--- config.mk ---
export PLATFORM = sky130hd
export DESIGN_NAME = timer_pin_and_run_control
export DESIGN_NICKNAME = d
export VERILOG_FILES = /design/src/timer_pin_pkg.sv /design/src/timer_pin_and_run_control.sv
export VERILOG_INCLUDE_DIRS = /design/src /design/src/src
export SDC_FILE = /design/constraint.sdc
export NUM_CORES = 1
export LEC_CHECK = 0
export ABC_AREA = 1
export BUFFER_PORTS_ARGS = -buffer_cell sky130_fd_sc_hd__buf_2
export CORE_MARGIN = 5
export CORE_UTILIZATION = 36
export DETAILED_ROUTE_END_ITERATION = 7
export PLACE_DENSITY = 0.52
export SYNTH_ARGS = -nofsm -noshare
export SYNTH_HDL_FRONTEND = slang
export SYNTH_SLANG_ARGS = --single-unit
--- constraint.sdc ---
create_clock -name ref_clk_i -period 6.22 [get_ports ref_clk_i]
set_input_delay 0.933 -clock ref_clk_i [delete_from_list [all_inputs] [get_ports ref_clk_i]]
set_output_delay 0.933 -clock ref_clk_i [all_outputs]
set_load 0.005 [all_outputs]
--- src/timer_pin_defs.svh ---
// Register offsets, field positions and reset values of the timer block
`ifndef TIMER_PIN_DEFS_SVH
`define TIMER_PIN_DEFS_SVH

// ----------------------------------------------------------------
// Register byte offsets
// ----------------------------------------------------------------
`define TMR_CTRL_OFS 12'h000
`define TMR_PERIOD_OFS 12'h004
`define TMR_COUNT_OFS 12'h008

// ----------------------------------------------------------------
// Control register fields
// ----------------------------------------------------------------
`define TMR_PIN_SEL_BIT 0
`define TMR_DIR_BIT 1
`define TMR_DOUT_BIT 2
`define TMR_DIN_BIT 3
`define TMR_RESTART_BIT 6
`define TMR_RUN_BIT 7
`define TMR_CLK_SEL_BIT 9
`define TMR_STAT_BIT 11

// ----------------------------------------------------------------
// Reset values and timing
// ----------------------------------------------------------------
`define TMR_CTRL_RST 1'b0
`define TMR_WORD_RST 32'h0000_0000
`define TMR_CLK_NS 50
`define TMR_PRESCALE 2

`endif

--- src/timer_pin_pkg.sv ---
// Types shared by the timer pin and run control block
package timer_pin_pkg;
    typedef enum logic {
        PIN_PORT = 1'b0,
        PIN_TIMER = 1'b1
    } pin_timer_pin_function_select_t;
    typedef enum logic {
        CLK_SRC_PIN = 1'b0,
        CLK_SRC_HALF = 1'b1
    } clk_src_t;
endpackage

--- src/timer_pin_and_run_control.sv ---
// Timer pin function, port I/O and run/restart control with APB registers
//
// What this block does
// Function select 0 routes the pin to general-purpose port logic.
// Function select 1 makes the pin a timer pin.
// Port mode, direction 0: pin is an input, not driven.
// Port mode, direction 1: pin is driven as an output.
// Port mode drives the output value bit; it may clock the counter.
// Input value reads pin level or output value; writes ignored.
// Restart 1 while running zeroes counter on next tick, then clears.
// Writing restart 0 leaves counting untouched.
// Run bit 0 stops the counter and freezes a timer-driven pin.
// Hold also freezes the divide-by-two prescaler.
// All registers stay readable and writable during hold.
// Device reset beats hold and reinitialises the timer.
// Restart 0, run 0 holds everything; this is the reset state.
// Restart 0, run 1 continues from the previous state.
// Restart 1, run 0 holds all; restart stays set until released.
// Counter returns to zero when its increment reaches the period.
// Clock source 1 uses half core clock; 0 uses pin clock in timer mode, output value bit in port mode.
// Bus writes override simultaneous hardware register updates.
//
// The register addresses and the APB interface to the registers were left to the implementer.
`timescale 1ns/1ns
`default_nettype none
`include "timer_pin_defs.svh"

module timer_pin_and_run_control
    import timer_pin_pkg::*;
#(
    parameter int ADDR_W = 12,
    parameter int CNT_W = 32
)
(
    // Clock and reset
    input wire logic ref_clk_i,
    input wire logic reset_i,
    // APB slave
    input wire logic psel_i,
    input wire logic penable_i,
    input wire logic pwrite_i,
    input wire logic [ADDR_W-1:0] paddr_i,
    input wire logic [31:0] pwdata_i,
    output logic [31:0] prdata_o,
    output logic pready_o,
    output logic pslverr_o,
    // Timer pin
    input wire logic timer_pin_i,
    output logic timer_pin_o,
    output logic timer_pin_oe_o
);

    // ------------------------------------------------------------
    // Register state
    // ------------------------------------------------------------
    pin_timer_pin_function_select_t timer_pin_function_select_reg;
    clk_src_t clock_source_select_reg;
    logic pin_direction_reg;
    logic pin_output_value_reg;
    logic pin_input_value_reg;
    logic counter_restart_reg;
    logic counter_run_not_hold_reg;
    logic timer_out_reg;
    logic half_reg;
    logic [CNT_W-1:0] counter_reg;
    logic [CNT_W-1:0] counter_next;
    logic [CNT_W-1:0] period_reg;
    logic pin_sync1_reg;
    logic pin_sync2_reg;
    logic ext_prev_reg;
    logic ext_level;
    logic ext_rise;
    logic tick;
    logic wrap;
    logic apb_setup;
    logic apb_write;
    logic wr_ctrl;
    logic wr_period;
    logic wr_count;
    logic [31:0] ctrl_word;
    logic [31:0] read_word;
    logic read_hit;

    // ------------------------------------------------------------
    // Pin synchroniser and count sources
    // ------------------------------------------------------------
    always_ff @(posedge ref_clk_i)
    begin
        pin_sync1_reg <= timer_pin_i;
        pin_sync2_reg <= pin_sync1_reg;
    end

    // Port mode counts the output value bit instead of the pin
    assign ext_level = (timer_pin_function_select_reg == PIN_TIMER) ?
        pin_sync2_reg : pin_output_value_reg;

    always_ff @(posedge ref_clk_i)
    begin
        if (reset_i)
            ext_prev_reg <= 1'b0;
        else if (counter_run_not_hold_reg)
            ext_prev_reg <= ext_level;
    end

    assign ext_rise = ext_level && !ext_prev_reg;

    // Prescaler only advances while running, so resume is exact
    always_ff @(posedge ref_clk_i)
    begin
        if (reset_i)
            half_reg <= 1'b0;
        else if (counter_run_not_hold_reg)
            half_reg <= !half_reg;
    end

    assign tick = counter_run_not_hold_reg &&
        ((clock_source_select_reg == CLK_SRC_HALF) ? half_reg
                                                   : ext_rise);

    // ------------------------------------------------------------
    // APB decode
    // ------------------------------------------------------------
    // No wait state: pready rises in the first access cycle
    assign apb_setup = psel_i && !penable_i;
    assign apb_write = psel_i && penable_i && pready_o && pwrite_i;
    assign wr_ctrl = apb_write &&
        (paddr_i == ADDR_W'(`TMR_CTRL_OFS));
    assign wr_period = apb_write &&
        (paddr_i == ADDR_W'(`TMR_PERIOD_OFS));
    assign wr_count = apb_write &&
        (paddr_i == ADDR_W'(`TMR_COUNT_OFS));

    always_comb
    begin
        ctrl_word = 32'h0000_0000;
        ctrl_word[`TMR_PIN_SEL_BIT] = timer_pin_function_select_reg;
        ctrl_word[`TMR_DIR_BIT] = pin_direction_reg;
        ctrl_word[`TMR_DOUT_BIT] = pin_output_value_reg;
        ctrl_word[`TMR_DIN_BIT] = pin_input_value_reg;
        ctrl_word[`TMR_RESTART_BIT] = counter_restart_reg;
        ctrl_word[`TMR_RUN_BIT] = counter_run_not_hold_reg;
        ctrl_word[`TMR_CLK_SEL_BIT] = clock_source_select_reg;
        ctrl_word[`TMR_STAT_BIT] = timer_out_reg;
    end

    // Reads are never blocked by hold
    always_comb
    begin
        read_word = 32'h0000_0000;
        read_hit = 1'b1;
        if (paddr_i == ADDR_W'(`TMR_CTRL_OFS))
            read_word = ctrl_word;
        else if (paddr_i == ADDR_W'(`TMR_PERIOD_OFS))
            read_word = 32'(period_reg);
        else if (paddr_i == ADDR_W'(`TMR_COUNT_OFS))
            read_word = 32'(counter_reg);
        else
            read_hit = 1'b0;
    end

    always_ff @(posedge ref_clk_i)
    begin
        if (reset_i)
        begin
            pready_o <= 1'b0;
            pslverr_o <= 1'b0;
            prdata_o <= `TMR_WORD_RST;
        end
        else if (apb_setup && !pready_o)
        begin
            pready_o <= 1'b1;
            pslverr_o <= !read_hit;
            prdata_o <= pwrite_i ? `TMR_WORD_RST : read_word;
        end
        else
        begin
            pready_o <= 1'b0;
            pslverr_o <= 1'b0;
        end
    end

    // ------------------------------------------------------------
    // Control register
    // ------------------------------------------------------------
    always_ff @(posedge ref_clk_i)
    begin
        if (reset_i)
        begin
            timer_pin_function_select_reg <= PIN_PORT;
            clock_source_select_reg <= CLK_SRC_PIN;
            pin_direction_reg <= `TMR_CTRL_RST;
            pin_output_value_reg <= `TMR_CTRL_RST;
            counter_run_not_hold_reg <= `TMR_CTRL_RST;
        end
        else if (wr_ctrl)
        begin
            timer_pin_function_select_reg <=
                pin_timer_pin_function_select_t'(pwdata_i[`TMR_PIN_SEL_BIT]);
            clock_source_select_reg <=
                clk_src_t'(pwdata_i[`TMR_CLK_SEL_BIT]);
            pin_direction_reg <= pwdata_i[`TMR_DIR_BIT];
            pin_output_value_reg <= pwdata_i[`TMR_DOUT_BIT];
            counter_run_not_hold_reg <= pwdata_i[`TMR_RUN_BIT];
        end
    end

    // Writing 0 never cancels a pending restart; the write wins over
    // the hardware clear when both land together
    always_ff @(posedge ref_clk_i)
    begin
        if (reset_i)
            counter_restart_reg <= `TMR_CTRL_RST;
        else if (wr_ctrl && pwdata_i[`TMR_RESTART_BIT])
            counter_restart_reg <= 1'b1;
        else if (counter_restart_reg && tick)
            counter_restart_reg <= 1'b0;
    end

    // Input value ignores writes; reset picks up the sampled pin
    always_ff @(posedge ref_clk_i)
    begin
        if (timer_pin_function_select_reg == PIN_PORT && pin_direction_reg &&
            !reset_i)
            pin_input_value_reg <= pin_output_value_reg;
        else
            pin_input_value_reg <= pin_sync2_reg;
    end

    // ------------------------------------------------------------
    // Counter and period
    // ------------------------------------------------------------
    assign counter_next = counter_reg + CNT_W'(1);
    assign wrap = (counter_next == period_reg);

    always_ff @(posedge ref_clk_i)
    begin
        if (reset_i)
            period_reg <= CNT_W'(`TMR_WORD_RST);
        else if (wr_period)
            period_reg <= CNT_W'(pwdata_i);
    end

    always_ff @(posedge ref_clk_i)
    begin
        if (reset_i)
            counter_reg <= CNT_W'(`TMR_WORD_RST);
        else if (wr_count)
            counter_reg <= CNT_W'(pwdata_i);
        else if (tick && counter_restart_reg)
            counter_reg <= CNT_W'(0);
        else if (tick)
            counter_reg <= wrap ? CNT_W'(0) : counter_next;
    end

    // Output only moves on a tick, so hold freezes the pin too
    always_ff @(posedge ref_clk_i)
    begin
        if (reset_i)
            timer_out_reg <= 1'b0;
        else if (tick && !counter_restart_reg && wrap && !wr_count)
            timer_out_reg <= !timer_out_reg;
    end

    // ------------------------------------------------------------
    // Pin drive
    // ------------------------------------------------------------
    always_ff @(posedge ref_clk_i)
    begin
        if (reset_i)
        begin
            timer_pin_o <= 1'b0;
            timer_pin_oe_o <= 1'b0;
        end
        else if (timer_pin_function_select_reg == PIN_TIMER)
        begin
            timer_pin_o <= timer_out_reg;
            timer_pin_oe_o <= (clock_source_select_reg == CLK_SRC_HALF);
        end
        else
        begin
            timer_pin_o <= pin_output_value_reg;
            timer_pin_oe_o <= pin_direction_reg;
        end
    end
endmodule

`default_nettype wire

; ---- Word level (Yosys, flattened, before mapping)
; Cells that the tools add are included.
[op_classes]
bitwise = 2
n_eq_ne = 3
n_mux = 19
add_sub_neg = 1
reduce_logical = 30
[ops]
columns = operator, count
row1 = 32-bit two-way mux, 8
row2 = 32-bit by 1-bit adder with 32-bit output (second input constant), 1
row3 = 32-bit equality test, 1
row4 = 1-bit logical AND, 17
row5 = 12-bit by 3-bit equality test with 1-bit output (second input constant), 1
row6 = 12-bit by 4-bit equality test with 1-bit output (second input constant), 1
row7 = 12-bit logical NOT, 1
row8 = 1-bit two-way mux, 11
row9 = 1-bit logical NOT, 9
row10 = 3-bit nonzero test, 1
row11 = 1-bit inverter, 2
row12 = 2-bit nonzero test, 1
row13 = 2-bit OR reduction, 1
[word_totals]
input_bits = 50
out_inout_bits = 36
ff_bits = 112

; ---- Depth between registers and ports, before layout
[logic_depth]
ltp_word = 7
mapped_depth = 18
mapped_depth_nobuf = 18

; ---- Worst setup path after synthesis
; OpenSTA, ideal clock, no wires.
[synth_path]
path_type = input -> register
start = input paddr_i[5]
end = register counter_reg[10]
path_buffers = 1
setup_time_ns = 0.132
arrival_time_ns = 2.453
stages = 8
t_required_ns = 6.088
path_slack_ns = 3.635
path_cell_list = or2_2 -> nor4_4 -> nand2_1 -> o21ai_0 -> clkbuf_1 -> o21ai_0 -> inv_1 -> a21oi_1
[synth_between]
elab_chain_cells = 3
[synth_rtl]
columns = element, line_no
row1 = from (decl), timer_pin_and_run_control.sv:42  ; input wire logic [ADDR_W-1:0] paddr_i,
row2 = 12-bit by 4-bit equality test with 1-bit output (*), timer_pin_and_run_control.sv:131  ; (paddr_i == ADDR_W'(`TMR_COUNT_OFS));
row3 = 1-bit logical AND (*), timer_pin_and_run_control.sv:130  ; assign wr_count = apb_write &&
row4 = 3-bit nonzero test (no source line) / 32-bit two-way mux (equally long branches), -
row5 = to (signal assigned), timer_pin_and_run_control.sv:246  ; counter_reg <= CNT_W'(`TMR_WORD_RST);
row6 = to (signal assigned), timer_pin_and_run_control.sv:248  ; counter_reg <= CNT_W'(pwdata_i);
row7 = to (signal assigned), timer_pin_and_run_control.sv:252  ; counter_reg <= wrap ? CNT_W'(0) : counter_next;
row8 = to (decl), timer_pin_and_run_control.sv:65  ; logic [CNT_W-1:0] counter_reg;
; Every way passes the cells marked *; elsewhere a longest branch is shown, timed or not.
; A chain may end at the register's enable or synchronous reset.

; ---- Final worst setup path
[layout_path]
start = register counter_reg[0]
end = register counter_reg[20]
[layout_between]
elab_chain_cells = 6
[layout_rtl]
columns = element, line_no
row1 = 32-bit by 1-bit adder with 32-bit output (*), timer_pin_and_run_control.sv:232  ; assign counter_next = counter_reg + CNT_W'(1);
row2 = 32-bit equality test, timer_pin_and_run_control.sv:233  ; assign wrap = (counter_next == period_reg);
row3 = 32-bit two-way mux (*), timer_pin_and_run_control.sv:252
row4 = 32-bit two-way mux (*), timer_pin_and_run_control.sv:251  ; else if (tick)
row5 = 32-bit two-way mux (*), timer_pin_and_run_control.sv:249  ; else if (tick && counter_restart_reg)
row6 = 32-bit two-way mux (*), timer_pin_and_run_control.sv:247  ; else if (wr_count)
; Every way passes the cells marked *; elsewhere a longest branch is shown, timed or not. The select of a mux whose other input is x is not followed.

==> run summary <==
CTS tree - done
pin count of the biggest net entering global routing - 72
share of cells above drive strength 1 - 14.5%
maximum clock rate - 0.285 GHz
clock share of power - 44.0%
pwr dens - 182 nW/um^2
average cell area after synthesis - 6.29 sq um
I/O Buffers - 85
clk sinks - 112
GPL Wtd Cong - 0.904
Worst Max-Slew Pin Slew - 1.11 ns
Yosys reg bits - 112
Setup Skew - 0.00958 ns
dpl ws - 2.63 ns
ANT nets after route - 0
status - completed
routed wire length - 22.1 mm
I/O pins - 86
Post-CTS Setup Inserts - 0
Hold Crit Class - reg -> reg
sequential area share after synthesis - 33.7%
Die Y - 146 um
# DRC - 0
row cnt - 49
RSZ-0062 raised after global routing - no
area fraction of the dominant cell type after synthesis - 33.7%
Die ar. - 21,300 sq um
sw frac - 25.9%
Final Hold Viols - 0
DP HPWL - 15.7 mm
critical setup path kind - reg -> reg
leak pwr - 3.00 nW
mapped cell area - 6660 sq um
initial antenna violation count - 0
Max VDD drop - 0.132 mV
vias in the first global route - 6,712
top cells by area, synth - dfxtp_1 34%, nand2_1 16%, inv_1 8.1%, a21oi_1 7.7%, o21ai_0 7.4%
Worst Setup End Kind - flip-flop
final period utilization - 56.5%
area grow syn2layout - 13.7%
Starting Density - 36.8%
post-synth net total - 1,110
CP max-delay cell - nand3_2
CP startpoint kind - flip-flop
CP bufs+invs - 0
clk_lat worst skew - 0.37 ns
Data required, critical path - 6.44 ns
Die Wd - 146 um
final setup fails - 0
Max Cap Viol - 0
worst relative slew slack - 25.6%
sequential power share - 52.2%
max incr delay on CP - 0.83 ns
switching power - 0.000356 W
gr ovfl total - 0
Syn Inst Count - 1,059
Initial DRC Count - 453
core area - 18,100 sq um
CP Cell Sequence - ha_1 > nand2_2 > nor2_4 > nand2_4 > nor2_2 > nand3_1 > nand2_1 > nand2_1 > nand2_1 > nand3_1 > nor2_2 > nand3_2 > nand3_1 > a21oi_1
fill count - 1,964
post-DR wirelength/cell - 16.3 um
clk slew on worst S/H paths - 0.09 ns
NumNets Final - 1,171
final worst slack - 2.71 ns
Gate power share - 3.9%
total CTS buffers - 9
Yosys Warn Count - 0
post-synth cell types - 33
vias per cell - 5.15
crit path DAT - 3.73 ns
Internal - 0.00102 W
delay-heaviest family, CP - simple AND/OR/NAND/NOR gates
H-Tree Level Count - 3
post-synth top area cell - dfxtp_1
root buffer cell - clkbuf_16
crit path time final - 3.51 ns
ANT cells - 0
Worst Path Max Fanout - 32
gr usage total - 20.6%
first-pass GRT wire length - 35.6 mm
Vias - 6,968
post_cts resized - 0
Final Max Tran Viols - 0
CTS hold repair buffers - 0
first-pass iteration count of the detailed router - 5
setup TNS - 0 ns
clk buf depth - 2
==> Yosys cell counts <==
cell	instances
nand2_1	290
inv_1	143
dfxtp_1	112
a21oi_1	102
o21ai_0	98
nand3_1	80
nor2_1	77
clkbuf_1	35
o211ai_1	34
nand3_2	21
nor2_2	8
o221ai_1	8
nor2_4	7
nand4_1	6
buf_2	5
nand2_2	5
buf_6	3
nor3_1	3
xor2_1	3
buf_1	2
inv_2	2
nor4_1	2
o21ai_1	2
xnor2_1	2
and2_1	1
clkinv_1	1
ha_1	1
nand2_4	1
nand3b_1	1
nor4_4	1
o21bai_1	1
o31ai_1	1
or2_2	1
==> power groups by stage <==
stage          sequential [W]  combinational [W]  clock (W)
2_1_floorplan        0.000735          0.0000220          0
3_3_place_gp         0.000735          0.0000540          0
3_5_place_dp         0.000735          0.0000542          0
4_1_cts              0.000718          0.0000544   0.000619
5_1_grt              0.000719          0.0000592   0.000649
6_report             0.000718          0.0000531   0.000606
==> worst reg2reg max path: cells and delay by family (launching register included) <==
kind                     cells  cell delay [ns]
AO/OA/AOI/OAI                1             0.09
adder cells (fa/ha/maj)      1             0.24
flip-flops                   1             0.40
AND/OR/NAND/NOR             12             2.65
==> stage by stage <==
stage	total power (W)	cell area, sq um	std cells	utilization, %	hold slack, ns
finish	0.00138	7570	1354	41.9	0.335
global placement	0.000789	7270	1338	40.2	0.311
detailed placement	0.000790	7270	1338	40.2	0.315
global route	0.00143	7570	1354	41.9	0.344
floorplan	0.000757	6660	1059	-	0.310
CTS	0.00139	7570	1354	41.9	0.337
==> layout make-up <==
type	count	area [sq um]	share of cell area, %
Sequential cell	112	2240	29.6
Tap cell	229	287	3.78
Timing Repair Buffer	95	500	6.61
Clock inverter	7	71.3	0.942
Clock buffer	9	225	2.97
Multi-Input combinational cell	756	3700	48.8
Inverter	146	548	7.24
==> cell families (layout without fill, tap and decap cells) <==
logic type	after synthesis	after routing	share of synthesized area, %
xor gates and xnor gates	5	5	0.658
adders and majority gates	1	1	0.188
AOI/OAI and AO/OA	246	246	20.3
DFF	112	112	33.7
and+or+nand+nor	504	504	34.0
buffers and inverters	191	257	11.2
==> per-layer routing <==
metal	track usage [%]	routed length [um]
met1	26.2	9980
met2	36.0	10600
met3	3.41	1060
met4	5.83	471
met5	0	0
==> worst paths after layout <==
kind	from	end	slack (ns)	cells past startpoint
worst min register to register	pin_sync1_reg$_DFF_P_	pin_sync2_reg$_DFF_P_	0.33	0
worst max register to register	counter_reg[0]$_SDFFE_PP0P_	counter_reg[20]$_SDFFE_PP0P_	2.71	14
worst min-delay path	pin_sync1_reg$_DFF_P_	pin_sync2_reg$_DFF_P_	0.33	0
worst max-delay path	counter_reg[0]$_SDFFE_PP0P_	counter_reg[20]$_SDFFE_PP0P_	2.71	14
==> cell usage in the layout, fill, tap and decap left out <==
cell / n
inv_2: 2
nor2_1: 76
nand3b_1: 1
inv_8: 1
clkbuf_16: 9
xor2_1: 3
inv_1: 143
nor4_1: 2
nand2_4: 1
nor2_4: 7
a21oi_1: 102
nand3_1: 79
nand2_1: 289
inv_6: 4
clkinv_4: 1
o21bai_1: 1
xnor2_1: 2
nand3_2: 22
o211ai_1: 34
nor3_1: 1
dfxtp_1: 112
buf_2: 85
o21ai_1: 2
ha_1: 1
or2_2: 1
nor4_4: 1
o21ai_2: 1
o221ai_1: 8
clkinv_1: 1
nor2_2: 9
o21ai_0: 97
nor3_2: 2
buf_4: 10
nand4_1: 6
nand2_2: 6
clkinv_8: 1
o31ai_1: 1
and2_1: 1
Power figures use the tool's default switching activity.
